### config.mk
export PLATFORM = sky130hd
export DESIGN_NAME = pcr_top
export DESIGN_NICKNAME = d
export VERILOG_FILES = /design/src/design/pcr_pkg.sv /design/src/design/pcr_top.sv
export SDC_FILE = /design/constraint.sdc
export NUM_CORES = 1
export LEC_CHECK = 0
export CORE_MARGIN = 3
export CORE_UTILIZATION = 50
export DETAILED_ROUTE_END_ITERATION = 7
export DONT_BUFFER_PORTS = 1
export PLACE_DENSITY = 0.61
export SLEW_MARGIN = 0
export SYNTH_ARGS = -nofsm -noshare
export SYNTH_HDL_FRONTEND = slang
export SYNTH_SLANG_ARGS = --single-unit
export TNS_END_PERCENT = 10
### constraint.sdc
create_clock -name pclk -period 5.58 [get_ports pclk]
set_input_delay 0.279 -clock pclk [delete_from_list [all_inputs] [get_ports pclk]]
set_output_delay 0.279 -clock pclk [all_outputs]
set_load 0.01 [all_outputs]
### src/design/pcr_pkg.sv
package pcr_pkg;

    // ------------------------------------------------------------
    // command codes and response status
    // ------------------------------------------------------------
    localparam logic [7:0]  PCR_CMD_SET   = 8'h60;   // set run-time settings
    localparam logic [7:0]  PCR_CMD_GET   = 8'h61;   // get run-time settings
    localparam logic [7:0]  PCR_ST_OK     = 8'h00;   // completed successfully
    localparam logic [7:0]  PCR_ST_BAD    = 8'h01;   // unknown command code

    // ------------------------------------------------------------
    // packet layout (byte n sits in word n/4, lane n%4)
    // ------------------------------------------------------------
    localparam int          PCR_PKT_WORDS = 16;      // 64-byte packet
    localparam int          PCR_ALTER_BIT = 31;      // byte 7 bit 7 in word 1
    localparam int          PCR_LVL_BIT   = 4;       // output level in a pin byte
    localparam int          PCR_DIR_BIT   = 3;       // 1 input, 0 output
    localparam logic [2:0]  PCR_FN_GPIO   = 3'h0;    // general-purpose i/o
    localparam logic [2:0]  PCR_FN_MAX_P1 = 3'h4;    // last legal code, pin one
    localparam logic [2:0]  PCR_FN_MAX_P2 = 3'h3;    // last legal code, pins two/three

    // ------------------------------------------------------------
    // reset values (power-up defaults, never rewritten)
    // ------------------------------------------------------------
    localparam logic [2:0]  PCR_RST_FN    = 3'h0;    // gpio
    localparam logic        PCR_RST_DIR   = 1'b1;    // input
    localparam logic        PCR_RST_LVL   = 1'b0;    // low

    // ------------------------------------------------------------
    // apb map (byte addresses)
    // ------------------------------------------------------------
    localparam int          PCR_AW        = 12;
    localparam logic [5:0]  PCR_PAGE_CMD  = 6'h00;   // 0x000-0x03c command packet
    localparam logic [5:0]  PCR_PAGE_RESP = 6'h02;   // 0x080-0x0bc response packet
    localparam logic [11:0] PCR_OFS_CTRL  = 12'h040; // bit0 go (write)
    localparam logic [11:0] PCR_OFS_STAT  = 12'h044; // bit0 done
    localparam logic [11:0] PCR_OFS_PINS  = 12'h048; // pin input levels

    // ------------------------------------------------------------
    // sequencer states
    // ------------------------------------------------------------
    typedef enum logic [0:0] {
        PCR_IDLE = 1'b0,
        PCR_EXEC = 1'b1
    } pcr_state_t;

endpackage

### src/design/pcr_top.sv
`timescale 1ns/100ps
`default_nettype none

// ------------------------------------------------------------
// one pin: function, direction, level and pad drive
// ------------------------------------------------------------
module pcr_pin
    import pcr_pkg::*;
#(
    parameter logic [2:0] FN_MAX = 3'h3     // highest legal function code
) (
    // clock and reset
    input  wire logic       clk,
    input  wire logic       rst_n,
    // settings update
    input  wire logic       apply,
    input  wire logic [7:0] sbyte,
    // state
    output logic      [2:0] func_r,
    output logic            dir_r,
    output logic            lvl_r,
    // pad
    output logic            pad_o_r,
    output logic            pad_oe_r
);
    wire       fn_ok    = (sbyte[2:0] <= FN_MAX);
    // bits 7-5 never looked at
    wire [2:0] func_nxt = (apply && fn_ok) ? sbyte[2:0] : func_r;
    wire       dir_nxt  = apply ? sbyte[PCR_DIR_BIT] : dir_r;
    wire       lvl_nxt  = apply ? sbyte[PCR_LVL_BIT] : lvl_r;
    // direction only counts in gpio mode; other functions own the pad
    wire       oe_nxt   = (func_nxt == PCR_FN_GPIO) && !dir_nxt;

    // state and pad flops, new values take effect on the next edge
    always_ff @(posedge clk or negedge rst_n) begin
        if (!rst_n) begin
            func_r   <= PCR_RST_FN;
            dir_r    <= PCR_RST_DIR;
            lvl_r    <= PCR_RST_LVL;
            pad_o_r  <= PCR_RST_LVL;
            pad_oe_r <= 1'b0;
        end else begin
            func_r   <= func_nxt;
            dir_r    <= dir_nxt;
            lvl_r    <= lvl_nxt;
            pad_o_r  <= lvl_nxt;
            pad_oe_r <= oe_nxt;
        end
    end
endmodule

// ------------------------------------------------------------
// top: apb packet buffers, command sequencer, three pins
// ------------------------------------------------------------
module pcr_top
    import pcr_pkg::*;
(
    // clock and reset
    input  wire logic        pclk,
    input  wire logic        presetn,
    // apb slave
    input  wire logic        psel,
    input  wire logic        penable,
    input  wire logic        pwrite,
    input  wire logic [11:0] paddr,
    input  wire logic [31:0] pwdata,
    output logic      [31:0] prdata,
    output logic             pready,
    output logic             pslverr,
    // pin one
    input  wire logic        pin_one_i,
    output logic             pin_one_o,
    output logic             pin_one_oe,
    output logic       [2:0] pin_one_func,
    // pin two
    input  wire logic        pin_two_i,
    output logic             pin_two_o,
    output logic             pin_two_oe,
    output logic       [2:0] pin_two_func,
    // pin three
    input  wire logic        pin_three_i,
    output logic             pin_three_o,
    output logic             pin_three_oe,
    output logic       [2:0] pin_three_func
);
    // ------------------------------------------------------------
    // storage
    // ------------------------------------------------------------
    logic [31:0] cmd_mem [0:PCR_PKT_WORDS-1];   // command packet from software
    logic [31:0] resp_w0_r;                     // response bytes 0-3
    logic [31:0] resp_w2_r;                     // response bytes 8-11
    logic        done_r;                        // answer ready
    logic        pready_r;
    logic        pslverr_r;
    logic [31:0] prdata_r;
    pcr_state_t  state_r;
    pcr_state_t  state_nxt;
    logic  [2:0] fn1;
    logic  [2:0] fn2;
    logic  [2:0] fn3;
    logic        dir1;
    logic        dir2;
    logic        dir3;
    logic        lvl1;
    logic        lvl2;
    logic        lvl3;

    // ------------------------------------------------------------
    // apb decode
    // ------------------------------------------------------------
    // one wait state so that every answer comes from a flop
    wire       acc      = psel && penable && !pready_r;
    // completing edge: pready seen high, the only edge a write lands
    wire       fin      = psel && penable && pready_r;
    wire       aligned  = (paddr[1:0] == 2'b00);
    wire [3:0] widx     = paddr[5:2];
    wire       hit_cmd  = aligned && (paddr[11:6] == PCR_PAGE_CMD);
    wire       hit_resp = aligned && (paddr[11:6] == PCR_PAGE_RESP);
    wire       hit_ctrl = (paddr == PCR_OFS_CTRL);
    wire       hit_stat = (paddr == PCR_OFS_STAT);
    wire       hit_pins = (paddr == PCR_OFS_PINS);
    // response, status and pins are read only
    wire       bad_wr   = pwrite && !(hit_cmd || hit_ctrl);
    wire       bad_rd   = !pwrite && !(hit_cmd || hit_resp || hit_ctrl
                                       || hit_stat || hit_pins);
    wire       wr_cmd   = fin && pwrite && hit_cmd;
    wire       go       = fin && pwrite && hit_ctrl && pwdata[0];

    // read mux; unwritten response words read zero
    wire [31:0] resp_rd = (widx == 4'h0) ? resp_w0_r :
                          (widx == 4'h2) ? resp_w2_r : 32'h0000_0000;
    wire [31:0] rd_mux  = hit_cmd  ? cmd_mem[widx] :
                          hit_resp ? resp_rd :
                          hit_stat ? {31'h0000_0000, done_r} :
                          hit_pins ? {29'h0000_0000, pin_three_i, pin_two_i, pin_one_i} :
                          32'h0000_0000;

    // ------------------------------------------------------------
    // command decode
    // ------------------------------------------------------------
    wire       exec     = (state_r == PCR_EXEC);
    wire [7:0] code     = cmd_mem[0][7:0];
    wire       alter    = cmd_mem[1][PCR_ALTER_BIT];
    wire [7:0] b9       = cmd_mem[2][15:8];
    wire [7:0] b10      = cmd_mem[2][23:16];
    wire [7:0] b11      = cmd_mem[2][31:24];
    wire       is_set   = (code == PCR_CMD_SET);
    wire       is_get   = (code == PCR_CMD_GET);
    // only bytes 0, 7 and 9-11 matter; 12-63 are never decoded
    wire       apply    = exec && is_set && alter;
    wire [7:0] status   = (is_set || is_get) ? PCR_ST_OK : PCR_ST_BAD;
    // live settings byte per pin, bits 7-5 zero
    wire [7:0] live1    = {3'b000, lvl1, dir1, fn1};
    wire [7:0] live2    = {3'b000, lvl2, dir2, fn2};
    wire [7:0] live3    = {3'b000, lvl3, dir3, fn3};
    wire [31:0] w2_nxt  = is_get ? {live3, live2, live1, 8'h00} : 32'h0000_0000;

    // sequencer: go starts a one-cycle execute
    always_comb begin
        case (state_r)
            PCR_IDLE: state_nxt = go ? PCR_EXEC : PCR_IDLE;
            PCR_EXEC: state_nxt = PCR_IDLE;
            default:  state_nxt = PCR_IDLE;
        endcase
    end

    // ------------------------------------------------------------
    // flops
    // ------------------------------------------------------------
    // command buffer; no reset needed for data storage
    always_ff @(posedge pclk) begin
        if (wr_cmd) begin
            cmd_mem[widx] <= pwdata;
        end
    end

    // apb answer
    always_ff @(posedge pclk or negedge presetn) begin
        if (!presetn) begin
            pready_r  <= 1'b0;
            pslverr_r <= 1'b0;
            prdata_r  <= 32'h0000_0000;
        end else begin
            pready_r  <= acc;
            pslverr_r <= acc && (bad_wr || bad_rd || !aligned);
            prdata_r  <= (acc && !pwrite) ? rd_mux : 32'h0000_0000;
        end
    end

    // response builder; get reports the settings before this edge
    always_ff @(posedge pclk or negedge presetn) begin
        if (!presetn) begin
            state_r   <= PCR_IDLE;
            done_r    <= 1'b0;
            resp_w0_r <= 32'h0000_0000;
            resp_w2_r <= 32'h0000_0000;
        end else begin
            state_r <= state_nxt;
            if (exec) begin
                resp_w0_r <= {16'h0000, status, code};
                resp_w2_r <= w2_nxt;
                done_r    <= 1'b1;
            end else if (go) begin
                done_r    <= 1'b0;
            end
        end
    end

    assign prdata  = prdata_r;
    assign pready  = pready_r;
    assign pslverr = pslverr_r;

    // ------------------------------------------------------------
    // pins
    // ------------------------------------------------------------
    pcr_pin #(.FN_MAX(PCR_FN_MAX_P1)) u_pin_one (
        .clk(pclk), .rst_n(presetn), .apply(apply), .sbyte(b9),
        .func_r(fn1), .dir_r(dir1), .lvl_r(lvl1),
        .pad_o_r(pin_one_o), .pad_oe_r(pin_one_oe)
    );
    pcr_pin #(.FN_MAX(PCR_FN_MAX_P2)) u_pin_two (
        .clk(pclk), .rst_n(presetn), .apply(apply), .sbyte(b10),
        .func_r(fn2), .dir_r(dir2), .lvl_r(lvl2),
        .pad_o_r(pin_two_o), .pad_oe_r(pin_two_oe)
    );
    pcr_pin #(.FN_MAX(PCR_FN_MAX_P2)) u_pin_three (
        .clk(pclk), .rst_n(presetn), .apply(apply), .sbyte(b11),
        .func_r(fn3), .dir_r(dir3), .lvl_r(lvl3),
        .pad_o_r(pin_three_o), .pad_oe_r(pin_three_oe)
    );

    assign pin_one_func   = fn1;
    assign pin_two_func   = fn2;
    assign pin_three_func = fn3;
endmodule

`default_nettype wire

==> run_results.csv, run 1 <==
group,metric,value,unit
yosys,yosys-top-cells-area,"edfxtp_1 68%, mux4_2 14%, dfrtp_1 8.3%",
worst_setup_path,worst_setup_path_end_kind,"flop",
timing,final_max_slew_viol_count,0,
global_route,antenna_found_initial,4,
floorplan,coreArea,0.0445,mm2
floorplan,num_rows,77,
route,dr.pass1.iters,6,
yosys,synth_top_family_by_area,"multiplexers",
global_route,grtUsageMet2,40.3,%
clock_tree,clockBufferDepth,3,
worst_setup_path,cp_max_fo,32,
global_route,grtUsageTotal,23.3,%
global_route,grt_max_degree,137,
worst_setup_path,reg2reg_from,"cmd_mem[0][2]",
worst_setup_path,cp_top_family,"simple AND/OR/NAND/NOR gates",
timing,worst_slew_pin_slew,1.29,ns
global_route,grt_pass1_wl,80200,um
worst_setup_path,critPathLaunchType,"primary input",
yosys,netlist_area,0.0227,mm2
worst_setup_path,criticalPathCategory,"in -> reg",
timing,slew-limit-headroom,13.6,%
worst_setup_path,r2r_cells,4,
floorplan,die_width,219,um
worst_hold_path,hold_depth,4,
timing,setup_viol,0,
final_layout,area_growth,13.6,%
worst_setup_path,worst_path_largest_cell_delay,1.08,ns
pwr,total_power,8.95,mW
run,max_cap_viol_count,0,
timing,hold_violations,0,
worst_setup_path,critPathSlowestCell,"nor2_4",
floorplan,io-pin-count,101,
final_layout,post-route-util,57.8,%
yosys,synth_edf_count,512,
placed_design,hpwl,31000,um
timing,fin_crit_sh,61.2,%
pwr,p_leak,8.42,nW
yosys,synthArstFlopShare,13.2,%
route,wirelength,54200,um
worst_setup_path,critPathRequiredTime,5.80,ns
worst_hold_path,min_path_type,"in -> reg",
clock_tree,cts.sinks,590,
final_layout,fill_cells,3302,
yosys,avgSynthCellArea,21.2,um2
final_layout,drive_gt1_share,24.6,%
yosys,synth-simple-area-share,3.14,%
pwr,peakVddDrop,0.266,mV
timing,max_freq,0.293,GHz
yosys,synth_flop_cell,"edfxtp_1",
yosys,synth-compound-area-share,2.96,%
route,initialDrtViolationCount,970,
global_route,use_met3,4.35,%
timing,fin_crit,3.41,ns
worst_hold_path,worstHoldStart,"psel",
run_status,outcome,"completed",
yosys,synthAdderAreaFrac,0.0442,%
global_route,grt-busiest-layer,"met2",
global_route,grt_overflow,0,
route,wl_per_cell,30.7,um
route,vias_per_cell,6.09,
timing,hold_ws,0.0318,ns
worst_setup_path,path_cells,"or4_1 > nor3_1 > nand4b_1 > nor2_4",
clock_tree,insertion_delay,0.61,ns
final_layout,nets,1178,
placed_design,gp_congestion,0.803,
clock_tree,cts_inserted_buffers,58,
route,vias,10778,
worst_setup_path,worst-path-buf-inv,0,
timing,rsz0062_at_grt,"false",
floorplan,die_h,219,um
clock_tree,htree_levels,2,
clock_tree,clkTransAtPathRegs,0.06,ns
clock_tree,cts_tree,"done",
yosys,ys_warn_count,0,
global_route,gr-usage-met1,30.6,%
worst_setup_path,startpoint,"paddr[9]",
yosys,ys_seq_area_share,76.5,%
global_route,grt_pass1_vias,11256,
timing,clock_skew,0.0162,ns
clock_tree,cts_root_buffer,"clkbuf_16",
yosys,synth_top_cell_by_area,"edfxtp_1",
yosys,synth-xor-area-share,0,%
yosys,synthMuxAreaShare,15.9,%
worst_setup_path,cp_data_arrival_time,3.63,ns
placed_design,portBuffers,0,
yosys,postSynthCellCount,1071,
pwr,cellPowerDensity,348,mW/mm2
yosys,yosys_register_bits,590,
yosys,syn-num-nets,1123,
worst_setup_path,cp.depth,4,
floorplan,die-area,0.0479,mm2
route,drcViolationCount,0,
timing,tns,0,ns
floorplan,start_util,50.9,%
yosys,synth_top_area_share,67.8,%
route,drtAntennaViolNets,0,
yosys,yosys.cell_types.count,53,
-- tightest hold or removal path, stage by stage --
cell	delay, ns
nand3b_1	0.08
nor2_1	0.08
o21ai_0	0.08
a211oi_1	0.07
-- final timing paths --
path                                         to  slack (ns)
max                              cmd_mem[9][21]        2.17
min                                   prdata[2]        0.03
max reg2reg                u_pin_three.pad_oe_r        2.76
min reg2reg                              done_r        0.49
max in group asynchronous       u_pin_one.dir_r        4.83
min in group asynchronous             prdata[4]        0.31
-- logic make-up after synthesis --
group | after synthesis
DFF | 590
adders and majority gates | 1
buffers and inverters | 78
muxes | 184
AOI/OAI and AO/OA | 98
and+or+nand+nor | 120
-- layout by cell type, fill, tap and decap left out, types with 4 or more instances in the layout --
| cell type | count |
|---|---|
| nor2_4 | 16 |
| buf_4 | 10 |
| and3_1 | 4 |
| nand2_1 | 19 |
| clkbuf_16 | 58 |
| o21ai_0 | 22 |
| dfrtp_1 | 75 |
| clkinv_2 | 8 |
| dlygate4sd3_1 | 43 |
| nand3_1 | 6 |
| clkinv_1 | 9 |
| o22a_1 | 4 |
| and2_1 | 9 |
| inv_1 | 18 |
| nor2_1 | 7 |
| nor4_1 | 5 |
| a22oi_1 | 4 |
| clkbuf_1 | 12 |
| o2bb2ai_1 | 5 |
| clkbuf_8 | 13 |
| or3_1 | 4 |
| bufinv_16 | 4 |
| mux2_2 | 19 |
| a211oi_1 | 29 |
| a21o_1 | 4 |
| a31oi_1 | 19 |
| nor2b_1 | 15 |
| mux2i_1 | 25 |
| edfxtp_1 | 512 |
| mux4_2 | 137 |
-- registers in the layout, indices dropped and copies added (netlist names) --
name / count
u_pin_three.dir_r: 1
u_pin_one.func_r: 3
u_pin_one.dir_r: 1
u_pin_one.pad_oe_r: 1
exec: 1
u_pin_one.pad_o_r: 1
u_pin_two.func_r: 3
u_pin_three.pad_o_r: 1
pslverr: 1
u_pin_three.pad_oe_r: 1
u_pin_two.pad_o_r: 1
prdata: 32
cmd_mem: 512
resp_w0_r: 9
done_r: 1
u_pin_two.dir_r: 1
u_pin_two.pad_oe_r: 1
u_pin_three.func_r: 3
pready: 1
resp_w2_r: 15
-- per-stage QoR --
stage	worst slack, ns	std cells	cell area (um2)
after floorplan	2.02	1071	22700
after global placement	1.69	1613	23300
after detailed placement	1.62	1613	23300
after CTS	2.27	1766	25700
after global routing	2.17	1768	25700
final	2.17	1769	25700
-- synthesized netlist by cell type, types with 5 or more instances --
master and n:
clkbuf_1 25, mux2_2 19, nand2_1 19, nor2b_1 15
nor4_1 5, buf_2 25, and2_1 9, mux2i_1 25
inv_1 18, nand3_1 6, mux4_2 137, buf_4 5
o21ai_0 22, a31oi_1 19, edfxtp_1 512, a211oi_1 29
o2bb2ai_1 5, dfrtp_1 75, nor2_1 23
-- where the power goes --
group	internal (mW)	switching, mW
Combinational	0.132	0.139
Clock	2.27	1.62
Sequential	4.80	0.00101
Total	7.19	1.76
-- area by class of cell --
type / count / area [um2] / area share, %
flip-flops and latches: 590 / 17300 / 67.3
multi-input cells: 403 / 5130 / 19.9
clock buffers: 83 / 1680 / 6.51
well taps: 592 / 741 / 2.88
repair buffers: 55 / 553 / 2.15
clock inverters: 25 / 236 / 0.919
inverters: 18 / 67.6 / 0.262
diodes: 3 / 7.51 / 0.0292
-- timing repair --
| item | CTS | global route |
|---|---|---|
| gates resized for setup | 0 | 0 |
| hold buffers | 45 | 0 |
| hold endpoints to repair | 614 | 0 |
| buffers inserted | 0 | 0 |
-- routing by layer --
| layer | vias up | part of all wire, % |
|---|---|---|
| met5 | - | 0 |
| met4 | 0 | 2.8 |
| met3 | 85 | 5.1 |
| met2 | 330 | 53 |
| met1 | 5818 | 40 |
| li1 | 4545 | - |
Note: power is estimated with default switching activity, not from simulation.
==> run 2: changes to the inputs <==
==> constraint.sdc (replaced) <==
create_clock -name pclk -period 3.4 [get_ports pclk]
set_input_delay 0.17 -clock pclk [delete_from_list [all_inputs] [get_ports pclk]]
set_output_delay 0.17 -clock pclk [all_outputs]
set_load 0.01 [all_outputs]
==> run_results.csv, run 2 (synthesis results as in run 1) <==
group,metric,value,unit
worst_setup_path,startpoint,"paddr[7]",
floorplan,num_rows,77,
clock_tree,cts.sinks,590,
final_layout,drive_gt1_share,26.8,%
placed_design,portBuffers,0,
timing,slew-limit-headroom,30.3,%
pwr,peakVddDrop,0.511,mV
worst_setup_path,critPathLaunchType,"primary input",
worst_setup_path,path_cells,"dlygate4sd3_1 > or4b_2 > nor4_2 > a22oi_1 > o2bb2ai_1 > dlygate4sd3_1",
global_route,grt-busiest-layer,"met2",
global_route,gr-usage-met1,30.5,%
timing,fin_crit,2.62,ns
run_status,outcome,"completed",
pwr,pwr-share-seq,52.7,%
clock_tree,htree_levels,2,
global_route,grtUsageTotal,23.2,%
floorplan,die_width,219,um
final_layout,regMostFlops,"cmd_mem",
placed_design,gp_congestion,0.779,
clock_tree,cts_root_buffer,"clkbuf_16",
pwr,p_leak,8.69,nW
clock_tree,cts_tree,"done",
clock_tree,cts_setup_buffers,0,
worst_setup_path,worst_setup_path_end_kind,"flop",
timing,tns,0,ns
global_route,grt_pass1_vias,11571,
floorplan,die-area,0.0479,mm2
route,drcViolationCount,0,
clock_tree,insertion_delay,0.62,ns
route,vias_per_cell,5.99,
final_layout,area_growth,15.7,%
final_layout,largest_reg_flops,512,
worst_setup_path,cp_top_family,"buffers and inverters",
worst_hold_path,worstHoldStart,"paddr[5]",
global_route,grtUsageMet2,38.5,%
pwr,cellPowerDensity,569,mW/mm2
final_layout,final_cell_mix,"512 x edfxtp_1, 137 x mux4_2, 75 x dfrtp_1",
placed_design,dp_cells,1644,
timing,hold_violations,0,
worst_setup_path,criticalPathCategory,"in -> reg",
final_layout,nets,1218,
timing,setup_viol,0,
run,max_cap_viol_count,0,
global_route,grt_overflow,0,
route,dr.pass1.iters,5,
global_route,use_met3,3.79,%
floorplan,start_util,50.9,%
worst_setup_path,worst-path-buf-inv,2,
route,wl_per_cell,29.7,um
pwr,power_frac_clock,44.2,%
route,initialDrtViolationCount,868,
floorplan,die_h,219,um
worst_setup_path,critPathSlowestCell,"dlygate4sd3_1",
pwr,p_sw_share,19.6,%
worst_setup_path,cp_data_arrival_time,3.15,ns
timing,worst_slack,0.780,ns
timing,fin_crit_sh,77.1,%
global_route,grt_pass1_wl,79400,um
global_route,grt_max_degree,137,
route,drtAntennaViolNets,0,
clock_tree,cts_inserted_buffers,59,
timing,rsz0062_at_grt,"false",
route,wirelength,53900,um
final_layout,layout_commonest_cell,"edfxtp_1",
placed_design,place_ws,0.679,ns
worst_hold_path,min_path_type,"in -> reg",
floorplan,coreArea,0.0445,mm2
route,vias,10852,
worst_setup_path,critPathRequiredTime,3.93,ns
worst_setup_path,cp_max_fo,7,
timing,max_freq,0.382,GHz
worst_setup_path,reg2reg_from,"cmd_mem[0][6]",
pwr,internal_power,12.0,mW
worst_setup_path,cpMostUsedCell,"dlygate4sd3_1",
clock_tree,clkTransAtPathRegs,0.06,ns
placed_design,hpwl,30900,um
pwr,p_switching,2.93,mW
pwr,comb_power_share,3.0,%
global_route,antenna_found_initial,4,
timing,final_max_slew_viol_count,0,
pwr,total_power,14.9,mW
clock_tree,clockBufferDepth,3,
timing,worst_slew_pin_slew,1.04,ns
worst_setup_path,worst_path_largest_cell_delay,0.74,ns
final_layout,fill_cells,3266,
timing,clock_skew,0.0241,ns
final_layout,post-route-util,58.9,%
floorplan,io-pin-count,101,
final_layout,final_cells,1813,
-- run 2: cell count changes in the layout (fill, tap and decap cells not counted), moves of 2 or more --
cell / previous run / this run
buf_12: 1 / 6
clkinv_2: 8 / 11
bufinv_16: 4 / 6
buf_4: 10 / 36
clkinv_1: 9 / 5
clkinvlp_4: 2 / 4
clkbuf_8: 13 / 7
dlygate4sd3_1: 43 / 50
clkbuf_16: 58 / 61
clkbuf_1: 12 / 15
-- run 2: worst paths after layout --
| kind | to | slack, ns | depth (start not counted) |
|---|---|---|---|
| hold reg to reg | done_r | 0.49 | 1 |
| max in group asynchronous | u_pin_two.dir_r | 2.82 | 2 |
| setup reg to reg | prdata[6] | 0.90 | 6 |
| hold / removal | prdata[24] | 0.04 | 3 |
| setup / recovery | prdata[6] | 0.78 | 6 |
| min in group asynchronous | prdata[8] | 0.18 | 2 |
-- run 2: final cells by class --
type	instances	area (um2)	area share (%)
multi-input combinational	403	5130	19.6
tap	592	741	2.82
clock inverter	29	322	1.23
antenna	4	10.0	0.0382
clock buffer	83	1680	6.40
inverter	18	67.6	0.258
timing repair buffer	94	946	3.61
sequential	590	17300	66.1
-- run 2: per-stage QoR --
stage / instance area (um2) / hold WS (ns)
6_report: 26200 / 0.0409
5_1_grt: 26200 / 0.0445
4_1_cts: 26200 / 0.00892
3_5_place_dp: 23600 / -0.122
3_3_place_gp: 23600 / -0.123
2_1_floorplan: 22700 / -0.126
-- run 2: per-layer routing --
| metal | wire (um) | up-vias |
|---|---|---|
| met5 | 0 | - |
| li1 | - | 4629 |
| met3 | 2800 | 117 |
| met2 | 27300 | 339 |
| met1 | 21400 | 5767 |
| met4 | 2390 | 0 |
-- run 2: what timing repair did --
action                                  CTS  global route
hold buffers                             53             0
endpoints found under the setup margin    0             0
hold endpoints to repair                626             0
resized for setup                         0             0
-- run 2: tightest hold or removal path, delay by kind of cell --
family	cells	cell delay [ns]
compound gates	2	0.26
mux	1	0.16
-- run 2: power groups by stage --
stage | clock network [mW] | registers [mW] | logic, mW
finish | 6.60 | 7.87 | 0.455
global placement | 0 | 8.03 | 0.269
floorplan | 0 | 8.03 | 0.305
CTS | 6.73 | 7.87 | 0.464
global route | 7.01 | 7.87 | 0.486
detailed placement | 0 | 8.03 | 0.270
